===== src/design/mbh_pkg.sv =====
// shared constants for the bus halt and on-chip ram block
package mbh_pkg;
    localparam int ADDR_W = 16;
    localparam int DATA_W = 8;
    localparam int RAM_AW = 8;
    localparam int RAM_DEPTH = 256;
    localparam int KEEP_BYTES = 32;
    localparam logic [ADDR_W-1:0] RAM_BASE = 16'h0000;
    localparam logic [ADDR_W-1:0] RAM_LAST = 16'h00FF;
    localparam logic [ADDR_W-1:0] KEEP_LAST = 16'h001F;
    localparam logic [7:0] RAM_PAGE = 8'h00;
    localparam logic [1:0] CLK_DIV = 2'h3;
    localparam logic [1:0] DIV_RST = 2'h0;
    localparam logic [ADDR_W-1:0] ADDR_RST = 16'hFFFF;
    localparam logic [DATA_W-1:0] DATA_RST = 8'h00;
    typedef enum logic [1:0] {
        MBH_RUN,
        MBH_HALT,
        MBH_WAIT
    } mbh_state_t;
endpackage : mbh_pkg


===== src/design/mbh_ram.sv =====
// 256 x 8 on-chip ram with registered read data
`timescale 1ns/1ps
module mbh_ram #(
    parameter int AW = 8,
    parameter int DW = 8
) (
    input wire logic i_clk,
    input wire logic i_we,
    input wire logic [AW-1:0] i_addr,
    input wire logic [DW-1:0] i_wdata,
    output logic [DW-1:0] o_rdata
);
    logic [DW-1:0] mem [0:(1<<AW)-1];
    always_ff @(posedge i_clk) begin
        if (i_we) begin
            mem[i_addr] <= i_wdata;
        end
        o_rdata <= mem[i_addr];
    end
endmodule : mbh_ram


===== src/design/mbh_core.sv =====
// bus control, halt handling and internal ram decode of the processor
`timescale 1ns/1ps
module mbh_core
    import mbh_pkg::*;
(
    input wire logic i_clk,
    input wire logic i_rst_n,
    input wire logic i_halt_n,
    input wire logic i_irq_n,
    input wire logic i_ram_keep_enable,
    input wire logic i_standby_pwr,
    input wire logic i_cpu_req,
    input wire logic i_cpu_write,
    input wire logic [mbh_pkg::ADDR_W-1:0] i_cpu_addr,
    input wire logic [mbh_pkg::DATA_W-1:0] i_cpu_wdata,
    input wire logic i_cpu_instr_end,
    input wire logic i_cpu_wait_op,
    input wire logic [mbh_pkg::ADDR_W-1:0] i_cpu_next_pc,
    input wire logic [mbh_pkg::DATA_W-1:0] i_data_in,
    output logic [mbh_pkg::ADDR_W-1:0] o_addr,
    output logic [mbh_pkg::DATA_W-1:0] o_data_out,
    output logic o_data_oe,
    output logic o_read_not_write,
    output logic o_valid_address_strobe,
    output logic o_bus_released,
    output logic o_sys_clk_en,
    output logic o_cpu_stall,
    output logic o_irq_pending,
    output logic o_irq_take,
    output logic [mbh_pkg::DATA_W-1:0] o_cpu_rdata
);
    import mbh_pkg::*;

    // ----------------------------------------------------------------
    // pin synchronisers
    // ----------------------------------------------------------------
    logic halt_m_q, halt_s_q, irq_m_q, irq_s_q, keep_m_q, keep_s_q;
    logic sb_m_q, sb_s_q;
    always_ff @(posedge i_clk) begin
        if (!i_rst_n) begin
            {halt_m_q, halt_s_q, irq_m_q, irq_s_q} <= 4'hF;
            {keep_m_q, keep_s_q, sb_m_q, sb_s_q} <= 4'h0;
        end else begin
            halt_m_q <= i_halt_n;
            halt_s_q <= halt_m_q;
            irq_m_q <= i_irq_n;
            irq_s_q <= irq_m_q;
            keep_m_q <= i_ram_keep_enable;
            keep_s_q <= keep_m_q;
            sb_m_q <= i_standby_pwr;
            sb_s_q <= sb_m_q;
        end
    end

    // ----------------------------------------------------------------
    // clock divider
    // ----------------------------------------------------------------
    logic [1:0] div_q;
    always_ff @(posedge i_clk) begin
        if (!i_rst_n) begin
            div_q <= DIV_RST;
        end else begin
            div_q <= div_q + 2'h1;
        end
    end
    wire tick = (div_q == CLK_DIV);
    assign o_sys_clk_en = tick;

    // ----------------------------------------------------------------
    // halt and wait state machine
    // ----------------------------------------------------------------
    mbh_state_t st_q, st_d;
    logic irq_lat_q;
    wire halt_req = !halt_s_q;
    // halt taken only at instruction end
    always_comb begin
        st_d = st_q;
        case (st_q)
            MBH_RUN: begin
                if (tick && i_cpu_instr_end && halt_req) begin
                    st_d = MBH_HALT;
                end else if (tick && i_cpu_instr_end && i_cpu_wait_op) begin
                    st_d = MBH_WAIT;
                end
            end
            // resume once halt seen high at a cycle edge
            MBH_HALT: begin
                if (tick && !halt_req) begin
                    st_d = MBH_RUN;
                end
            end
            MBH_WAIT: begin
                if (tick && irq_lat_q && !halt_req) begin
                    st_d = MBH_RUN;
                end
            end
            default: st_d = MBH_RUN;
        endcase
    end
    always_ff @(posedge i_clk) begin
        if (!i_rst_n) begin
            st_q <= MBH_RUN;
        end else begin
            st_q <= st_d;
        end
    end

    // latch while halted, serve only with halt high
    wire irq_take = tick && irq_lat_q && !halt_req && st_q != MBH_HALT
        && (st_q == MBH_WAIT || i_cpu_instr_end);
    always_ff @(posedge i_clk) begin
        if (!i_rst_n) begin
            irq_lat_q <= 1'b0;
        end else if (!irq_s_q) begin
            irq_lat_q <= 1'b1;
        end else if (irq_take) begin
            irq_lat_q <= 1'b0;
        end
    end
    assign o_irq_pending = irq_lat_q;
    assign o_irq_take = irq_take;

    // ----------------------------------------------------------------
    // address decode
    // ----------------------------------------------------------------
    function automatic logic in_ram(input logic [ADDR_W-1:0] a);
        return a[ADDR_W-1:RAM_AW] == RAM_PAGE;
    endfunction
    wire running = (st_q == MBH_RUN);
    wire cyc_valid = running && i_cpu_req;
    // full decode of the low page
    wire ram_sel = cyc_valid && in_ram(i_cpu_addr);
    // no ram byte is writable in standby, as every write needs keep_s_q high
    wire standby = sb_s_q && !keep_s_q;
    wire keep_zone = i_cpu_addr <= KEEP_LAST;
    wire ram_we = ram_sel && i_cpu_write && tick && (!standby || keep_zone)
        && keep_s_q;
    assign o_cpu_stall = !running;

    logic [DATA_W-1:0] ram_rd;
    mbh_ram #(.AW(RAM_AW), .DW(DATA_W)) u_ram (
        .i_clk(i_clk),
        .i_we(ram_we),
        .i_addr(i_cpu_addr[RAM_AW-1:0]),
        .i_wdata(i_cpu_wdata),
        .o_rdata(ram_rd)
    );

    // ----------------------------------------------------------------
    // bus outputs
    // ----------------------------------------------------------------
    logic [ADDR_W-1:0] addr_q;
    logic [DATA_W-1:0] dout_q, rdata_q;
    logic oe_q, rnw_q, vma_q, ba_q, ram_q;
    wire oe_d = cyc_valid && (i_cpu_write || ram_sel);
    always_ff @(posedge i_clk) begin
        if (!i_rst_n) begin
            addr_q <= ADDR_RST;
            {oe_q, vma_q, ba_q, ram_q} <= 4'h0;
            rnw_q <= 1'b1;
            dout_q <= DATA_RST;
        end else begin
            addr_q <= running ? i_cpu_addr : i_cpu_next_pc;
            oe_q <= oe_d;
            // write low only in a valid write cycle
            rnw_q <= !(cyc_valid && i_cpu_write);
            vma_q <= cyc_valid;
            ba_q <= !running;
            ram_q <= ram_sel;
            dout_q <= (ram_sel && !i_cpu_write) ? ram_rd : i_cpu_wdata;
        end
    end
    // external data ignored on ram cycles
    always_ff @(posedge i_clk) begin
        if (!i_rst_n) begin
            rdata_q <= DATA_RST;
        end else begin
            rdata_q <= ram_q ? ram_rd : i_data_in;
        end
    end
    assign o_addr = addr_q;
    assign o_data_out = dout_q;
    assign o_data_oe = oe_q;
    assign o_read_not_write = rnw_q;
    assign o_valid_address_strobe = vma_q;
    assign o_bus_released = ba_q;
    assign o_cpu_rdata = rdata_q;
endmodule : mbh_core


===== config.mk =====
export PLATFORM = sky130hd
export DESIGN_NAME = mbh_core
export DESIGN_NICKNAME = d
export VERILOG_FILES = /design/src/design/mbh_pkg.sv /design/src/design/mbh_ram.sv /design/src/design/mbh_core.sv
export SDC_FILE = /design/constraint.sdc
export NUM_CORES = 2
export LEC_CHECK = 0
export ABC_AREA = 1
export BUFFER_PORTS_ARGS = -buffer_cell sky130_fd_sc_hd__buf_4
export CAP_MARGIN = 20
export CORE_UTILIZATION = 56
export CTS_CLUSTER_DIAMETER = 200
export CTS_CLUSTER_SIZE = 20
export DETAILED_ROUTE_END_ITERATION = 8
export GPL_ROUTABILITY_DRIVEN = 0
export GPL_TIMING_DRIVEN = 1
export PLACE_DENSITY = 0.72
export SYNTH_ARGS = -nofsm -noshare
export SYNTH_HDL_FRONTEND = slang
export SYNTH_SLANG_ARGS = --single-unit

===== constraint.sdc =====
create_clock -name i_clk -period 4.29 [get_ports i_clk]
set_input_delay 0.2145 -clock i_clk [delete_from_list [all_inputs] [get_ports i_clk]]
set_output_delay 0.2145 -clock i_clk [all_outputs]
set_load 0.02 [all_outputs]

=== Word-level counts from Yosys, hierarchy flattened ===
Memories as Yosys holds them, arrays and structs flattened. A register that Yosys moved wholly into a read port is not among the register bits.
Cells that the tools add are included.

* Bits of input ports: 58
* Bits in registers: 50
* Logic and storage cells: 72
* Memories: 1
* Bits in writable memories: 2048
* Output and inout bits: 40

* Add/sub/neg operators: 1
* Magnitude comparators: 1
* Reduce and logical (&&, ||, !) cells: 30
* Eq/ne operators: 8
* Multiplexer cells: 12

{| class="wikitable"
|+ Memories
! name !! depth !! width !! read ports !! clocked after memory_dff !! wr ports !! line !! source
|-
| u_ram.mem || 256 || 8 || 1 || 1 || 1 || mbh_ram.sv:13 || <nowiki>logic [DW-1:0] mem [0:(1<<AW)-1];</nowiki>
|}

{| class="wikitable"
|+ Operators by type and width
! operator !! number
|-
| 1-bit logical AND || 18
|-
| 16-bit by 5-bit less-or-equal comparator with 1-bit output, second input constant || 1
|-
| 16-bit two-way mux || 1
|-
| 8-bit two-way mux || 2
|-
| 8-bit zero test || 1
|-
| 2-bit two-way mux || 4
|-
| 1-bit zero test || 6
|-
| 2-bit inequality test, second input constant || 3
|-
| 2-bit case mux with 3 select lines || 1
|-
| 2-bit equality test, second input constant || 2
|-
| 1-bit two-way mux || 4
|-
| 1-bit logical OR || 3
|-
| 3-bit by 1-bit inequality test with 1-bit output, second input constant || 1
|-
| 3-bit AND reduction || 1
|-
| 2-bit by 1-bit adder with 2-bit output, second input constant || 1
|-
| 2-bit by 1-bit equality test with 1-bit output, second input constant || 1
|-
| 2-bit zero test || 1
|-
| 2-bit by 1-bit inequality test with 1-bit output, second input constant || 1
|}

=== Logic depth before layout (Yosys ltp) ===
* Word-level depth: 9
* Mapped depth: 15
* Gate-level depth less buffers: 13

=== Hierarchy ===
From an unflattened synthesis, not the netlist that was laid out.

* Cell total of the unflattened synthesis: 8257
* Area, all modules: 86675.6 um^2

{| class="wikitable"
|+ Modules (own cells, without submodules)
! module !! area each (um^2) !! times used !! cells an instance !! sequential area each (um^2)
|-
| mbh_ram || 84856.4 || 1 || 8021 || 61659.1
|-
| mbh_core || 1819.2 || 1 || 236 || 960.9
|}

=== Worst setup path after synthesis ===
Ideal clock, no wire load.

* Path type: register -> register
* Start: reg div_q[0]
* End: mem u_ram.mem[105][0] (enable)
* Library setup time: 383 ps
* Cell stages (with the launch flop): 7
* Buffers on the path: 1
* Clock period less this slack: 2376 ps
* Setup slack: 1914 ps
* Arrival: 1993 ps
* Data required time: 3907 ps
* Cell sequence: dfxtp_1 -> ha_1 -> inv_1 -> nor2_1 -> nand3_1 -> clkbuf_1 -> nor3_1

* Longest elaborated chain between the ends: 6

{| class="wikitable"
|+ Ends and longest elaborated chain
! item !! line !! source
|-
| start: declaration || mbh_core.sv:58 || <nowiki>logic [1:0] div_q;</nowiki>
|-
| start signal: assignment || mbh_core.sv:63 || <nowiki>div_q <= div_q + 2'h1;</nowiki>
|-
| 2-bit equality test || mbh_core.sv:66 || <nowiki>wire tick = (div_q == CLK_DIV);</nowiki>
|-
| via o_sys_clk_en || mbh_core.sv:26 || <nowiki>output logic o_sys_clk_en,</nowiki>
|-
| 1-bit logical AND (2 in a row) || mbh_core.sv:136 || <nowiki>wire ram_we = ram_sel && i_cpu_write && tick && (!standby || keep_zone)</nowiki>
|-
| 1-bit logical AND || mbh_core.sv:137 || <nowiki>&& keep_s_q;</nowiki>
|-
| 1-bit two-way mux || mbh_ram.sv:15 || <nowiki>if (i_we) begin</nowiki>
|-
| 1-bit two-way mux (not written as such) || mbh_ram.sv:16 || <nowiki>mem[i_addr] <= i_wdata;</nowiki>
|-
| end: declaration || mbh_ram.sv:13 ||
|}

The timed path passes the listed nets, and every way through them passes these cells.

=== Worst setup path in the final report ===
* Start: in i_cpu_addr[14] (netlist bit)
* End: mem u_ram.mem[201][4] (enable)

* Longest elaborated chain between the ends: 8
* Elaborated cells between the ends (all ways): 10
* Those cells by class: 1 x order compare; 2 x mux; 7 x reduce/logical

{| class="wikitable"
|+ Ends and longest elaborated chain
! item !! line !! source
|-
| start: declaration || mbh_core.sv:14 || <nowiki>input wire logic [mbh_pkg::ADDR_W-1:0] i_cpu_addr,</nowiki>
|-
| parallel branches: the longest is 4 deep, another holds 16-bit by 5-bit less-or-equal comparator with 1-bit output || n/a ||
|-
| 1-bit logical AND * || mbh_core.sv:136 ||
|-
| 1-bit logical AND * || mbh_core.sv:137 ||
|-
| 1-bit two-way mux * || mbh_ram.sv:15 ||
|-
| 1-bit two-way mux (not written as such) * || mbh_ram.sv:16 ||
|}

Mark *: on every way between the ends.

==> flow_summary.toml <==
[clock_tree]
holdBufCountCts = 64
clock_tree.buffer_depth = 3
clk_latency_ns = 0.77
cts_sinks = 2104
cts_buffers = 115
root_buffer = "clkbuf_16"
cts_resized = 0
post-cts-setup-buffers = 0
cts_htree_levels = 3
path_clk_slew_ns = 0.08
tritoncts = "done"

[worst_setup_path]
reg2reg_slack_ns = 1.18
slowest_stage = "nor3_1"
critical_path_required_ns = 4.66
path_buf_inv = 4
critPathMaxStageDelay_ns = 0.87
cp.arrival_ns = 3.58
crit_type = "in2reg"
end_kind = "flip-flop"
worstReg2RegEnd = "u_ram.mem[201][4]"
crit_fanout = 26
path_cells = "dlygate4sd3_1, buf_4, nor2_1, nand3_1, nor2_1, nand3_1, inv_1, nand3_4, buf_4, nor3_1"
reg2regPathDepth = 6
r2r_start = "st_q[1]"
worst_setup_path_start_kind = "input port"
cpLargestDelayFamily = "simple AND/OR/NAND/NOR gates"

[timing]
fmaxAchievable_mhz = 312
hold_slack_ns = -0.0184
clock_skew_ns = 0.0459
fin_ws_ns = 1.09
hold_viol = 6
slew-limit-headroom = 0.250
rsz0062_at_grt = "false"
slew_violations = 0
fin_tns_setup_ns = 0
fin_crit_ns = 3.20
tightestPinTransition_ns = 1.12
period_share = 0.747
setup_viol_count_final = 0

[floorplanning]
start_util = 0.563
die-area_um2 = 156000
die_y_um = 395
core_um2 = 154000
fp-row-count = 144
die_w_um = 395
ioPinCount = 98

[power_and_ir_drop]
p_sw_frac = 0.224
ir_drop_mv = 0.336
power.switching_w = 0.00811
power.internal_w = 0.0281
power.share.sequential = 0.624
p_total_w = 0.0362
power_density_nw_per_um2 = 380
pwr-share-comb = 0.069
clkPwrFrac = 0.307
leakagePower_nw = 37.8

[status]
violations = "hold timing"
status = "complete, but fails checks"

[min_path]
holdPathStages = 1
hp-class = "in2reg"
holdPathEnd = "u_ram.mem[75][4]"
hold_start = "i_cpu_wdata[4]"

[yosys]
ys_warn_count = 0
synth_cell_types = 23
syn_nets = 8264
syn-cell-area_um2 = 86700
yosys_register_bits = 2104
syn_inst = 8205
synth_seq_area_share = 0.722
syn_avg_cell_area_um2 = 10.6

[detailed_routing]
vias = 58700
dr.pass1.iters = 6
wl_per_cell_um = 21.1
wirelength_um = 221000
antenna_left = 0
via_per_inst = 5.61
drc = 0
dr.first_iter.drc_count = 7345

[global_routing]
grt_antenna_before_repair = 4
grt_overflow = 0
grt_pass1_vias = 55400
track_usage = 0.280
grt_first_pass_wirelength_um = 332000
grt_max_degree = 191

[flow_run]
drv_cap = 0

[cells_and_area]
regArea_um2 = 62600
drive_above_1_share = 0.0728
layout.cells.non_filler = 10500
num-fill-cells = 11900
syn2layout_area_growth_pct = 9.74
final_net_count = 8453
multi_input_area_um2 = 22100

[place]
place_hpwl_um = 127000
port_buffers = 96
post-place-ws_ns = 0.865
dp.cells = 10200
registers in the layout (all words and copies together) (netlist names), 2 cells and up:
name,flops
u_ram.mem,2048
u_ram.o_rdata,8
st_q,2
o_data_out,8
o_addr,16
o_cpu_rdata,8
div_q,2
worst max path at each step:
| stage | cells after the start | slack, ns | start | endpoint |
|---|---|---|---|---|
| floorplan | 6 | 1.91 | div_q[0] | u_ram.mem[105][0] |
| global placement | 8 | 0.94 | i_cpu_addr[1] | u_ram.mem[58][3] |
| detailed placement | 14 | 0.87 | i_cpu_addr[1] | u_ram.o_rdata[2] |
| CTS | 6 | 1.14 | st_q[1] | u_ram.mem[4][7] |
| global route | 10 | 1.0 | i_cpu_addr[14] | u_ram.mem[201][5] |
| finish | 10 | 1.09 | i_cpu_addr[14] | u_ram.mem[201][4] |
power by group through the flow:
stage	clock, W	combinational, W	sequential (W)
finish	0.0111	0.00250	0.0226
global route	0.0119	0.00271	0.0226
CTS	0.0112	0.00247	0.0226
detailed placement	0	0.00241	0.0230
global placement	0	0.00237	0.0230
floorplan	0	0.00126	0.0230
layout by cell type, fill, tap and decap left out, types with 36 or more instances in the layout:
master         netlist  final
nand2_1           4792   4788
edfxtp_1          2048   2048
buf_4                2    380
nor3_1             257    256
nand3_1            194    190
clkbuf_16            0    116
o21ai_0            113    113
nor2_1             114    109
o21ai_1             70     70
dlygate4sd3_1        0     64
a21oi_1             56     56
dfxtp_1             56     56
clkbuf_1           241     37
buf_12               0     36
Yosys cell counts:
cell | number | area share
a21oi_1 | 56 | 0.0032
a41oi_1 | 1 | 0.00010
buf_1 | 37 | 0.0016
buf_2 | 177 | 0.010
buf_4 | 2 | 0.00017
buf_6 | 3 | 0.00039
clkbuf_1 | 241 | 0.010
clkinv_1 | 1 | 0.000043
dfxtp_1 | 56 | 0.013
edfxtp_1 | 2048 | 0.71
ha_1 | 1 | 0.00014
inv_1 | 27 | 0.0012
inv_2 | 3 | 0.00013
nand2_1 | 4792 | 0.21
nand3_1 | 194 | 0.011
nand4_1 | 2 | 0.00014
nor2_1 | 114 | 0.0049
nor2_2 | 5 | 0.00036
nor3_1 | 257 | 0.015
o21ai_0 | 113 | 0.0065
o21ai_1 | 70 | 0.0040
or2_2 | 4 | 0.00029
or3_1 | 1 | 0.000072
metal layers:
layer	wire length, um	track usage	part of all wire
met1	88000	0.386	0.40
met2	105000	0.458	0.48
met3	20100	0.0383	0.091
met4	7900	0.100	0.036
met5	13	0	0.000059
per-stage QoR:
step,util,area (um^2)
2_1_floorplan,-,86700
3_3_place_gp,0.592,91100
3_5_place_dp,0.592,91100
4_1_cts,0.617,94900
5_1_grt,0.618,95100
6_report,0.618,95100
logic make-up (layout without fill, tap and decap cells):
family	count (synthesis)	count (layout)	synth area share
buffers and inverters	491	719	0.0242
AND/OR/NAND/NOR	5369	5369	0.239
flip-flops	2104	2104	0.722
adder cells (fa/ha/maj)	1	1	0.000144
other	0	1	0
AO/OA/AOI/OAI	240	240	0.0139
area by class of cell:
cell class                      count  area share
Sequential cell                  2104       0.658
Multi-Input combinational cell   5610       0.232
Timing Repair Buffer              532      0.0487
Clock buffer                      153      0.0320
Tap cell                         2044      0.0269
Inverter                           31     0.00146
Clock inverter                      3    0.000434
Antenna cell                        1   0.0000263
(Power assumes the default switching activity.)
